### config.mk
export PLATFORM = sky130hd
export DESIGN_NAME = pmu_unit
export DESIGN_NICKNAME = d
export VERILOG_FILES = /design/src/verilog/pmu_pkg.sv /design/src/verilog/pmu_unit.sv
export SDC_FILE = /design/constraint.sdc
export NUM_CORES = 1
export LEC_CHECK = 0
export ABC_AREA = 1
export BUFFER_PORTS_ARGS = -buffer_cell sky130_fd_sc_hd__buf_2
export CELL_PAD_IN_SITES_DETAIL_PLACEMENT = 1
export CELL_PAD_IN_SITES_GLOBAL_PLACEMENT = 1
export CORE_MARGIN = 3
export CORE_UTILIZATION = 25
export CTS_CLUSTER_SIZE = 24
export DETAILED_ROUTE_END_ITERATION = 8
export GPL_TIMING_DRIVEN = 1
export PLACE_DENSITY_LB_ADDON = 0.1
export SLEW_MARGIN = 10
export SYNTH_ARGS = -nofsm -noshare
export SYNTH_HDL_FRONTEND = slang
export SYNTH_SLANG_ARGS = --single-unit
### constraint.sdc
create_clock -name core_clk_i -period 1.9 [get_ports core_clk_i]
set_input_delay 0.285 -clock core_clk_i [delete_from_list [all_inputs] [get_ports core_clk_i]]
set_output_delay 0.285 -clock core_clk_i [all_outputs]
set_load 0.01 [all_outputs]
### src/verilog/pmu_pkg.sv
package pmu_pkg;
  // apb register map, byte addresses
  localparam logic [7:0] PMU_MODE_A_ADDR   = 8'hb0;
  localparam logic [7:0] PMU_MODE_B_ADDR   = 8'hb4;
  localparam logic [7:0] PMU_STATUS_ADDR   = 8'hb8;
  // mode register a fields
  localparam int PMU_A_APD_ARM      = 0;
  localparam int PMU_A_IDLE_LEVEL   = 1;
  localparam int PMU_A_CNT_EN       = 2;
  localparam int PMU_A_MEM_SAVER    = 3;
  localparam int PMU_A_TURBO_OFF    = 4;
  localparam int PMU_A_ARRAY_CLK    = 5;
  localparam int PMU_A_MACRO_CLK    = 6;
  localparam int PMU_A_TIMER_CLK    = 7;
  // mode register b fields
  localparam int PMU_B_CLK_SEL      = 0;
  localparam int PMU_B_SLEEP_EN     = 1;
  localparam logic [7:0] PMU_B_WMASK = 8'h03;
  // reset values
  localparam logic [7:0] PMU_MODE_A_RST = 8'h00;
  localparam logic [7:0] PMU_MODE_B_RST = 8'h00;
  // countdown terminal count
  localparam logic [3:0] PMU_CNT_TOP    = 4'hf;
  // idle cycles before array inputs count as static
  localparam logic [1:0] PMU_STATIC_CYC = 2'h2;

  typedef struct packed {
    logic standby;
    logic sleep;
    logic power_down_signal;
    logic bus_buf_en;
    logic host_to_array_en;
    logic core_on;
    logic array_on;
    logic mem_saver;
    logic array_clk_en;
    logic macro_clk_en;
    logic timer_clk_en;
    logic external_clock_input_buf_en;
  } pmu_ctl_t;
endpackage

### src/verilog/pmu_unit.sv
`timescale 1ns/1ps
module pmu_unit
  import pmu_pkg::*;
(
  input  wire logic        core_clk_i,
  input  wire logic        reset_i,
  input  wire logic        psel,
  input  wire logic        penable,
  input  wire logic        pwrite,
  input  wire logic [7:0]  paddr,
  input  wire logic [31:0] pwdata,
  output logic      [31:0] prdata,
  output logic             pready,
  output logic             pslverr,
  input  wire logic        chip_select_n_i,
  input  wire logic        address_latch_i,
  input  wire logic        port_e_pin7_input_i,
  input  wire logic        external_clock_input_i,
  input  wire logic        array_inputs_active_i,
  output pmu_ctl_t         ctl_o
);

  typedef enum logic [1:0] {PMU_RUN, PMU_DOWN, PMU_SLEEP} pmu_state_t;

  logic [7:0]  mode_a_r;
  logic [7:0]  mode_b_r;
  logic [2:0]  cs_sync_r;
  logic [2:0]  ale_sync_r;
  logic [2:0]  pin_sync_r;
  logic [2:0]  clk_sync_r;
  logic [1:0]  act_sync_r;
  logic [3:0]  cnt_r;
  logic        ovf_r;
  logic [1:0]  static_r;
  pmu_state_t  state_r;
  pmu_state_t  state_nxt;
  pmu_ctl_t    ctl_nxt;
  logic        ale_pulse;
  logic        ale_idle;
  logic        cnt_tick;
  logic        counting;
  logic        cs_n;
  logic        inputs_static;
  logic        apb_wr;
  logic        apb_rd;
  logic        addr_ok;

  // rising edge detect on a synchronised sample
  function automatic logic rise_of(input logic [2:0] s);
    return s[1] & ~s[2];
  endfunction

  // any change on a synchronised sample
  function automatic logic edge_of(input logic [2:0] s);
    return s[1] ^ s[2];
  endfunction

  // pins pass two flops; bit 2 is the edge history
  always_ff @(posedge core_clk_i or posedge reset_i)
  begin
    if (reset_i)
    begin
      cs_sync_r  <= 3'h7;
      ale_sync_r <= 3'h0;
      pin_sync_r <= 3'h0;
      clk_sync_r <= 3'h0;
      act_sync_r <= 2'h0;
    end
    else
    begin
      cs_sync_r  <= {cs_sync_r[1:0], chip_select_n_i};
      ale_sync_r <= {ale_sync_r[1:0], address_latch_i};
      pin_sync_r <= {pin_sync_r[1:0], port_e_pin7_input_i};
      clk_sync_r <= {clk_sync_r[1:0], external_clock_input_i};
      act_sync_r <= {act_sync_r[0], array_inputs_active_i};
    end
  end

  assign cs_n      = cs_sync_r[1];
  assign ale_pulse = edge_of(ale_sync_r);
  // level must also be stable this cycle, so a pulse never counts
  assign ale_idle  = !ale_pulse &&
                     (ale_sync_r[1] == mode_a_r[PMU_A_IDLE_LEVEL]);
  // counter clock source; gated off once standby was reached
  assign cnt_tick  = (state_r == PMU_RUN) &&
                     (mode_b_r[PMU_B_CLK_SEL] ? rise_of(clk_sync_r)
                                              : rise_of(pin_sync_r));
  assign counting  = mode_a_r[PMU_A_CNT_EN] && ale_idle;

  // apb slave, zero wait states
  assign addr_ok = (paddr == PMU_MODE_A_ADDR) ||
                   (paddr == PMU_MODE_B_ADDR) ||
                   (paddr == PMU_STATUS_ADDR);
  assign apb_wr  = psel && penable && pwrite;
  assign apb_rd  = psel && !penable && !pwrite;

  // mode registers, rewritable at any time
  always_ff @(posedge core_clk_i or posedge reset_i)
  begin
    if (reset_i)
    begin
      mode_a_r <= PMU_MODE_A_RST;
      mode_b_r <= PMU_MODE_B_RST;
    end
    else if (apb_wr)
    begin
      if (paddr == PMU_MODE_A_ADDR)
        mode_a_r <= pwdata[7:0];
      if (paddr == PMU_MODE_B_ADDR)
        mode_b_r <= pwdata[7:0] & PMU_B_WMASK;
    end
  end

  // read data registered in setup so access phase completes at once
  always_ff @(posedge core_clk_i or posedge reset_i)
  begin
    if (reset_i)
    begin
      prdata  <= 32'h0000_0000;
      pready  <= 1'b0;
      pslverr <= 1'b0;
    end
    else
    begin
      pready  <= psel && !penable;
      pslverr <= psel && !penable && !addr_ok;
      if (apb_rd)
      begin
        case (paddr)
          PMU_MODE_A_ADDR: prdata <= {24'h00_0000, mode_a_r};
          PMU_MODE_B_ADDR: prdata <= {24'h00_0000, mode_b_r};
          PMU_STATUS_ADDR: prdata <= {24'h00_0000, ovf_r, cnt_r,
                                      (state_r == PMU_SLEEP),
                                      (state_r == PMU_DOWN), cs_n};
          default:         prdata <= 32'h0000_0000;
        endcase
      end
    end
  end

  // 4-bit countdown; sticks at top until latch enable moves again
  always_ff @(posedge core_clk_i or posedge reset_i)
  begin
    if (reset_i)
    begin
      cnt_r <= 4'h0;
      ovf_r <= 1'b0;
    end
    else if (!counting)
    begin
      cnt_r <= 4'h0;
      ovf_r <= 1'b0;
    end
    else if (cnt_tick && !ovf_r)
    begin
      cnt_r <= cnt_r + 4'h1;
      ovf_r <= (cnt_r == PMU_CNT_TOP - 4'h1);
    end
  end

  // array input activity filter for the no-turbo static case
  always_ff @(posedge core_clk_i or posedge reset_i)
  begin
    if (reset_i)
      static_r <= 2'h0;
    else if (act_sync_r[1] ||
             (!mode_a_r[PMU_A_ARRAY_CLK] && edge_of(clk_sync_r)))
      static_r <= 2'h0;
    else if (static_r != PMU_STATIC_CYC)
      static_r <= static_r + 2'h1;
  end

  assign inputs_static = mode_a_r[PMU_A_TURBO_OFF] &&
                         (static_r == PMU_STATIC_CYC);

  // standby state
  always_comb
  begin
    state_nxt = PMU_RUN;
    if (ovf_r && !ale_pulse)
    begin
      if (mode_b_r[PMU_B_SLEEP_EN] && mode_a_r[PMU_A_CNT_EN] &&
          mode_a_r[PMU_A_IDLE_LEVEL])
        state_nxt = PMU_SLEEP;
      else
        state_nxt = PMU_DOWN;
    end
  end

  always_ff @(posedge core_clk_i or posedge reset_i)
  begin
    if (reset_i)
      state_r <= PMU_RUN;
    else
    begin
      case (state_nxt)
        PMU_SLEEP: state_r <= PMU_SLEEP;
        PMU_DOWN:  state_r <= PMU_DOWN;
        default:   state_r <= PMU_RUN;
      endcase
    end
  end

  // control outputs
  always_comb
  begin
    ctl_nxt = '0;
    ctl_nxt.power_down_signal = (state_nxt != PMU_RUN);
    ctl_nxt.sleep    = (state_nxt == PMU_SLEEP);
    ctl_nxt.standby  = cs_n || inputs_static ||
                       ctl_nxt.power_down_signal;
    ctl_nxt.bus_buf_en       = !cs_n;
    ctl_nxt.host_to_array_en = !cs_n;
    ctl_nxt.core_on  = !ctl_nxt.standby;
    // array is never shut by standby, only by no-turbo idleness
    ctl_nxt.array_on = !inputs_static;
    ctl_nxt.mem_saver    = mode_a_r[PMU_A_MEM_SAVER];
    ctl_nxt.array_clk_en = !mode_a_r[PMU_A_ARRAY_CLK];
    ctl_nxt.macro_clk_en = !mode_a_r[PMU_A_MACRO_CLK];
    ctl_nxt.timer_clk_en = !mode_a_r[PMU_A_TIMER_CLK];
    ctl_nxt.external_clock_input_buf_en =
      !(&mode_a_r[PMU_A_TIMER_CLK:PMU_A_ARRAY_CLK] && ovf_r);
  end

  always_ff @(posedge core_clk_i or posedge reset_i)
  begin
    if (reset_i)
      ctl_o <= '{default: 1'b0, core_on: 1'b1, array_on: 1'b1,
                 array_clk_en: 1'b1, macro_clk_en: 1'b1,
                 timer_clk_en: 1'b1, external_clock_input_buf_en: 1'b1};
    else
      ctl_o <= ctl_nxt;
  end
endmodule
-- Word level (Yosys, flattened, before mapping)
Index checks and enable logic that the tools add are counted.
- add/subtract/negate cells: 2
- equality and inequality tests: 12
- mux-type cells: 11
- bitwise gates (word level): 6
- reduce and logical (&&, ||, !) cells: 38
- operators with widths (cell ; number):
    == test 8 bit (second input constant) ; 3
    case mux 8 bit (3 select lines) ; 1
    logical AND 1 bit ; 15
    zero test 1 bit ; 12
    2-to-1 mux 2 bit ; 4
    2-to-1 mux 4 bit ; 2
    == test 2 bit (second input constant) ; 3
    logical OR 1 bit ; 5
    adder 4 x 1 -> 4 bit (second input constant) ; 1
    == test 2 x 1 -> 1 bit (second input constant) ; 2
    == test 4 bit (second input constant) ; 1
    case mux 2 bit (2 select lines) ; 1
    AND reduction 2 bit ; 2
    nonzero test 2 bit ; 2
    2-to-1 mux 1 bit ; 3
    AND reduction 3 bit ; 1
    adder 2 x 1 -> 2 bit (second input constant) ; 1
    bitwise AND 1 bit ; 2
    zero test 2 bit ; 1
    inequality test 2 x 1 -> 1 bit (second input constant) ; 1
    inequality test 2 bit (second input constant) ; 1
    inverter 1 bit ; 2
    bitwise XOR 1 bit ; 2
    == test 1 bit ; 1
- flip-flop bits (word level): 77
- input port bits: 50
- output and inout port bits: 46
- word-level logic and storage cells: 94

-- Depth between registers and ports, before layout
- depth after elaboration: 7
- depth in mapped cells: 8
- mapped depth without buffers: 8

-- Least setup slack after synthesis
No wires, ideal clock.
- path type: reg2reg
- start: register clk_sync_r[1]
- end: register cnt_r[0]
- setup time: 0.117 ns
- arrival time: 1.041 ns
- required time: 1.783 ns
- path slack: 0.742 ns
- cell stages (with the launch flop): 7
- buffers on the path: 0
- period minus slack after synthesis: 1.158 ns
- path through: dfrtp_1 ha_1 o21a_1 nand3_1 nand2_2 nand2_1 nand2_1
- word-level cells in the longest chain between the ends: 5
- RTL lines (what ; line ; text):
    start, declared ; pmu_unit.sv:30 ; logic [2:0] clk_sync_r;
    start signal, assigned ; pmu_unit.sv:74 ; clk_sync_r <= {clk_sync_r[1:0], external_clock_input_i};
    bitwise AND 1 bit ; pmu_unit.sv:50 ; return s[1] & ~s[2];
    2-to-1 mux 1 bit ; pmu_unit.sv:86 ; (mode_b_r[PMU_B_CLK_SEL] ? rise_of(clk_sync_r)
    logical AND 1 bit ; pmu_unit.sv:85 ; assign cnt_tick = (state_r == PMU_RUN) &&
    logical AND 1 bit ; pmu_unit.sv:154 ; else if (cnt_tick && !ovf_r)
    inequality test 2 x 1 -> 1 bit (no source line) ; - ;
    end signal, assigned ; pmu_unit.sv:156 ; cnt_r <= cnt_r + 4'h1;
    end, declared ; pmu_unit.sv:32 ; logic [3:0] cnt_r;
Every way passes these cells.
A chain may end at the register's enable or synchronous reset.

-- Worst setup path in the final report
- start: register clk_sync_r[1]
- end: register cnt_r[2]
Same word-level chain as after synthesis.

==> results_dict.tcl <==
set metrics [dict create \
    status "completed" \
    cts_root_buffer "clkbuf_8" \
    cts.sinks 52 \
    grtUsageTotal_pct 10.5 \
    synth_area_leaders "dfrtp_1 (46%), dfstp_2 (8.8%), nand2_1 (8.5%), buf_4 (8.1%), nand3_1 (5.4%)" \
    synth.top_cells.by_count "nand2_1 (54), dfrtp_1 (44), inv_1 (27)" \
    critical-path-top-delay-family "simple AND/OR/NAND/NOR gates" \
    clk_path_buf_depth 2 \
    ys_types 29 \
    startpoint_type "flop" \
    tritoncts "built" \
    yosysWarnings 0 \
    hold_path_startpoint "chip_select_n_i" \
    htreeDepth 2 \
    r2r_slack_ps 530 \
    cp_slowest_cell "dfrtp_1" \
    drt-initial-drc-count 37 \
    fin_crit_ps 1370 \
    drt-total-wl_um 5330 \
    grt_max_degree 23 \
    skew_ps 7.49 \
    ys_ff_latch 52 \
    hold_path.class "input port to flop" \
    hpwlAfterDp_um 4090 \
    dieArea_um2 10800 \
    max_stage_delay_ps 400 \
    slew_violations 0 \
    yosys.area.top_type_share_pct 45.9 \
    grt_pass1_wl_um 9070 \
    drtAntennaViolNets 0 \
    rsz0062_at_grt "false" \
    syn2layout_area_growth_pct 16.7 \
    crit_fanout 5 \
    r2r-start "clk_sync_r[1]" \
    setup_viol 0 \
    r2r-end "cnt_r[2]" \
    num_rows 35 \
    grt_pass1_vias 1753 \
    max_freq_mhz 732 \
    clkTransAtPathRegs_ps 100 \
    insertion_delay_ps 300 \
    ir_drop_mv 0.304 \
    firstDrtPassIters 4 \
    synth_edf_count 0 \
    post_cts_buffers 0 \
    synth_area_per_cell_um2 9.59 \
    path_cells "ha_1 > o21a_1 > nand3_1 > nand2_2 > nand2_1 > nand2_1" \
    overflow 0 \
    ys_seq_area_share_pct 54.7 \
    wl_per_cell_um 12.3 \
    crit_arrival_ps 1560 \
    via_per_inst 3.88 \
    portBuffers 47 \
    whs_ps 72.4 \
    ff2ff_path_depth 6 \
    antenna_cells 0 \
    core_um2 9280 \
    critPathKind "flop to flop" \
    maxCapViolCount 0 \
    synthCells 250 \
    fill_cells 1135 \
    tns_ps 0 \
    p_leak_uw 0.00151 \
    endpoint_kind "flop" \
    die_h_um 104 \
    synth_most_common_cell "nand2_1" \
    vias 1678 \
    fp.dieW_um 104 \
    numCtsBuffers 5 \
    netlist.top_cell.by_area "dfrtp_1" \
    cp_num_buf_inv 0 \
    start_util_pct 25.8 \
    fin_crit_sh_pct 71.9 \
    finalHoldViolations 0 \
    p_per_area_nw_per_um2 770 \
    finish.net_count 356 \
    required_ps 2090 \
    fin_util_pct 30.2 \
    netlist_area_um2 2400 \
    async_flop_share_pct 100 \
    drc 0 \
    crit_path_frequent_cell "nand2_1" \
    holdPathStages 1 \
    drive_gt1_share_pct 29.7 \
    ys.flop_type "dfrtp_1" \
    pin_count 96 \
    min_to "cs_sync_r[0]" \
    antenna_found_initial 0 \
    place_congestion 0.705 \
]
==> logic make-up (layout without fill, tap and decap cells) <==
family	Yosys count	in the layout	synth area share (%)
and+or+nand+nor	108	108	21.7
buffers and inverters	60	90	14.1
DFF	52	52	54.7
AOI/OAI and AO/OA	22	22	6.21
adders and majority gates	4	4	2.09
xor gates and xnor gates	3	3	1.10
other	1	24	0.156
==> where the power goes <==
group | total (uW) | internal [uW] | switching [uW] | leakage [uW]
sequential | 1170 | 1150 | 21.1 | 0.000648
clock | 782 | 399 | 383 | 0.0000558
combinational | 202 | 69.9 | 132 | 0.000802
==> per-stage QoR <==
stage                     instances  instance area (um^2)  total power, uW  setup WS, ps
final                           432                  2800             2150           535
after detailed placement        423                  2680             1400           484
after CTS                       432                  2800             2200           505
after global placement          423                  2680             1390           497
after floorplan                 273                  2480             1360           370
after global routing            432                  2800             2270           423
==> area by class of cell <==
| type | instances | area [um^2] | share of cell area (%) |
|---|---|---|---|
| Tap cell | 129 | 161 | 5.76 |
| Clock buffer | 6 | 72.6 | 2.59 |
| Multi-Input combinational cell | 161 | 836 | 29.8 |
| Sequential cell | 52 | 1310 | 46.8 |
| Inverter | 32 | 120 | 4.29 |
| Clock inverter | 2 | 38.8 | 1.39 |
| Timing Repair Buffer | 50 | 260 | 9.29 |
==> repair_timing <==
action                    CTS  global route
hold endpoints to repair   15             0
resized for setup           0             0
hold buffers                1             0
==> cell usage in the layout, fill, tap and decap left out, types with 2 or more instances in the layout <==
master    Yosys  layout
o21ai_0       5       5
nor2_2        3       3
nand3_1      26      26
dfrtp_1      44      44
nand2_1      54      54
buf_4        26       2
clkbuf_8      0       5
nor2_1       14      14
conb_1        1      24
buf_2         0      47
ha_1          4       4
a21oi_1       2       2
o21bai_1      2       2
inv_1        27      26
inv_2         5       6
nand2_2       4       4
o21ai_2       5       5
dfstp_2       8       8
xor2_1        2       2
o21ai_1       3       3
a21oi_2       3       3
nor2_8        2       2
==> per-layer routing <==
metal	track usage [%]	part of all wire [%]	wire, um
met1	13.6	47	2490
met4	3.13	0.90	48
met2	17.5	48	2580
met3	2.36	3.9	209
met5	0	0	0
==> state kept, by name (all words and copies together) (netlist names), 2 cells and up <==
name,cells
static_r,2
cs_sync_r,2
pin_sync_r,3
cnt_r,4
mode_a_r,8
act_sync_r,2
prdata,8
ale_sync_r,3
clk_sync_r,3
mode_b_r,2
ctl_o,11
==> worst max-delay path by stage <==
stage	from	endpoint	slack (ps)	depth (start not counted)
floorplan	reset_i	act_sync_r[0]	370	1
global placement	paddr[6]	mode_a_r[6]	500	7
detailed placement	paddr[6]	mode_a_r[5]	480	7
CTS	clk_sync_r[1]	cnt_r[2]	500	6
global route	clk_sync_r[1]	cnt_r[2]	420	6
finish	clk_sync_r[1]	cnt_r[2]	530	6
(Power assumes the default switching activity.)
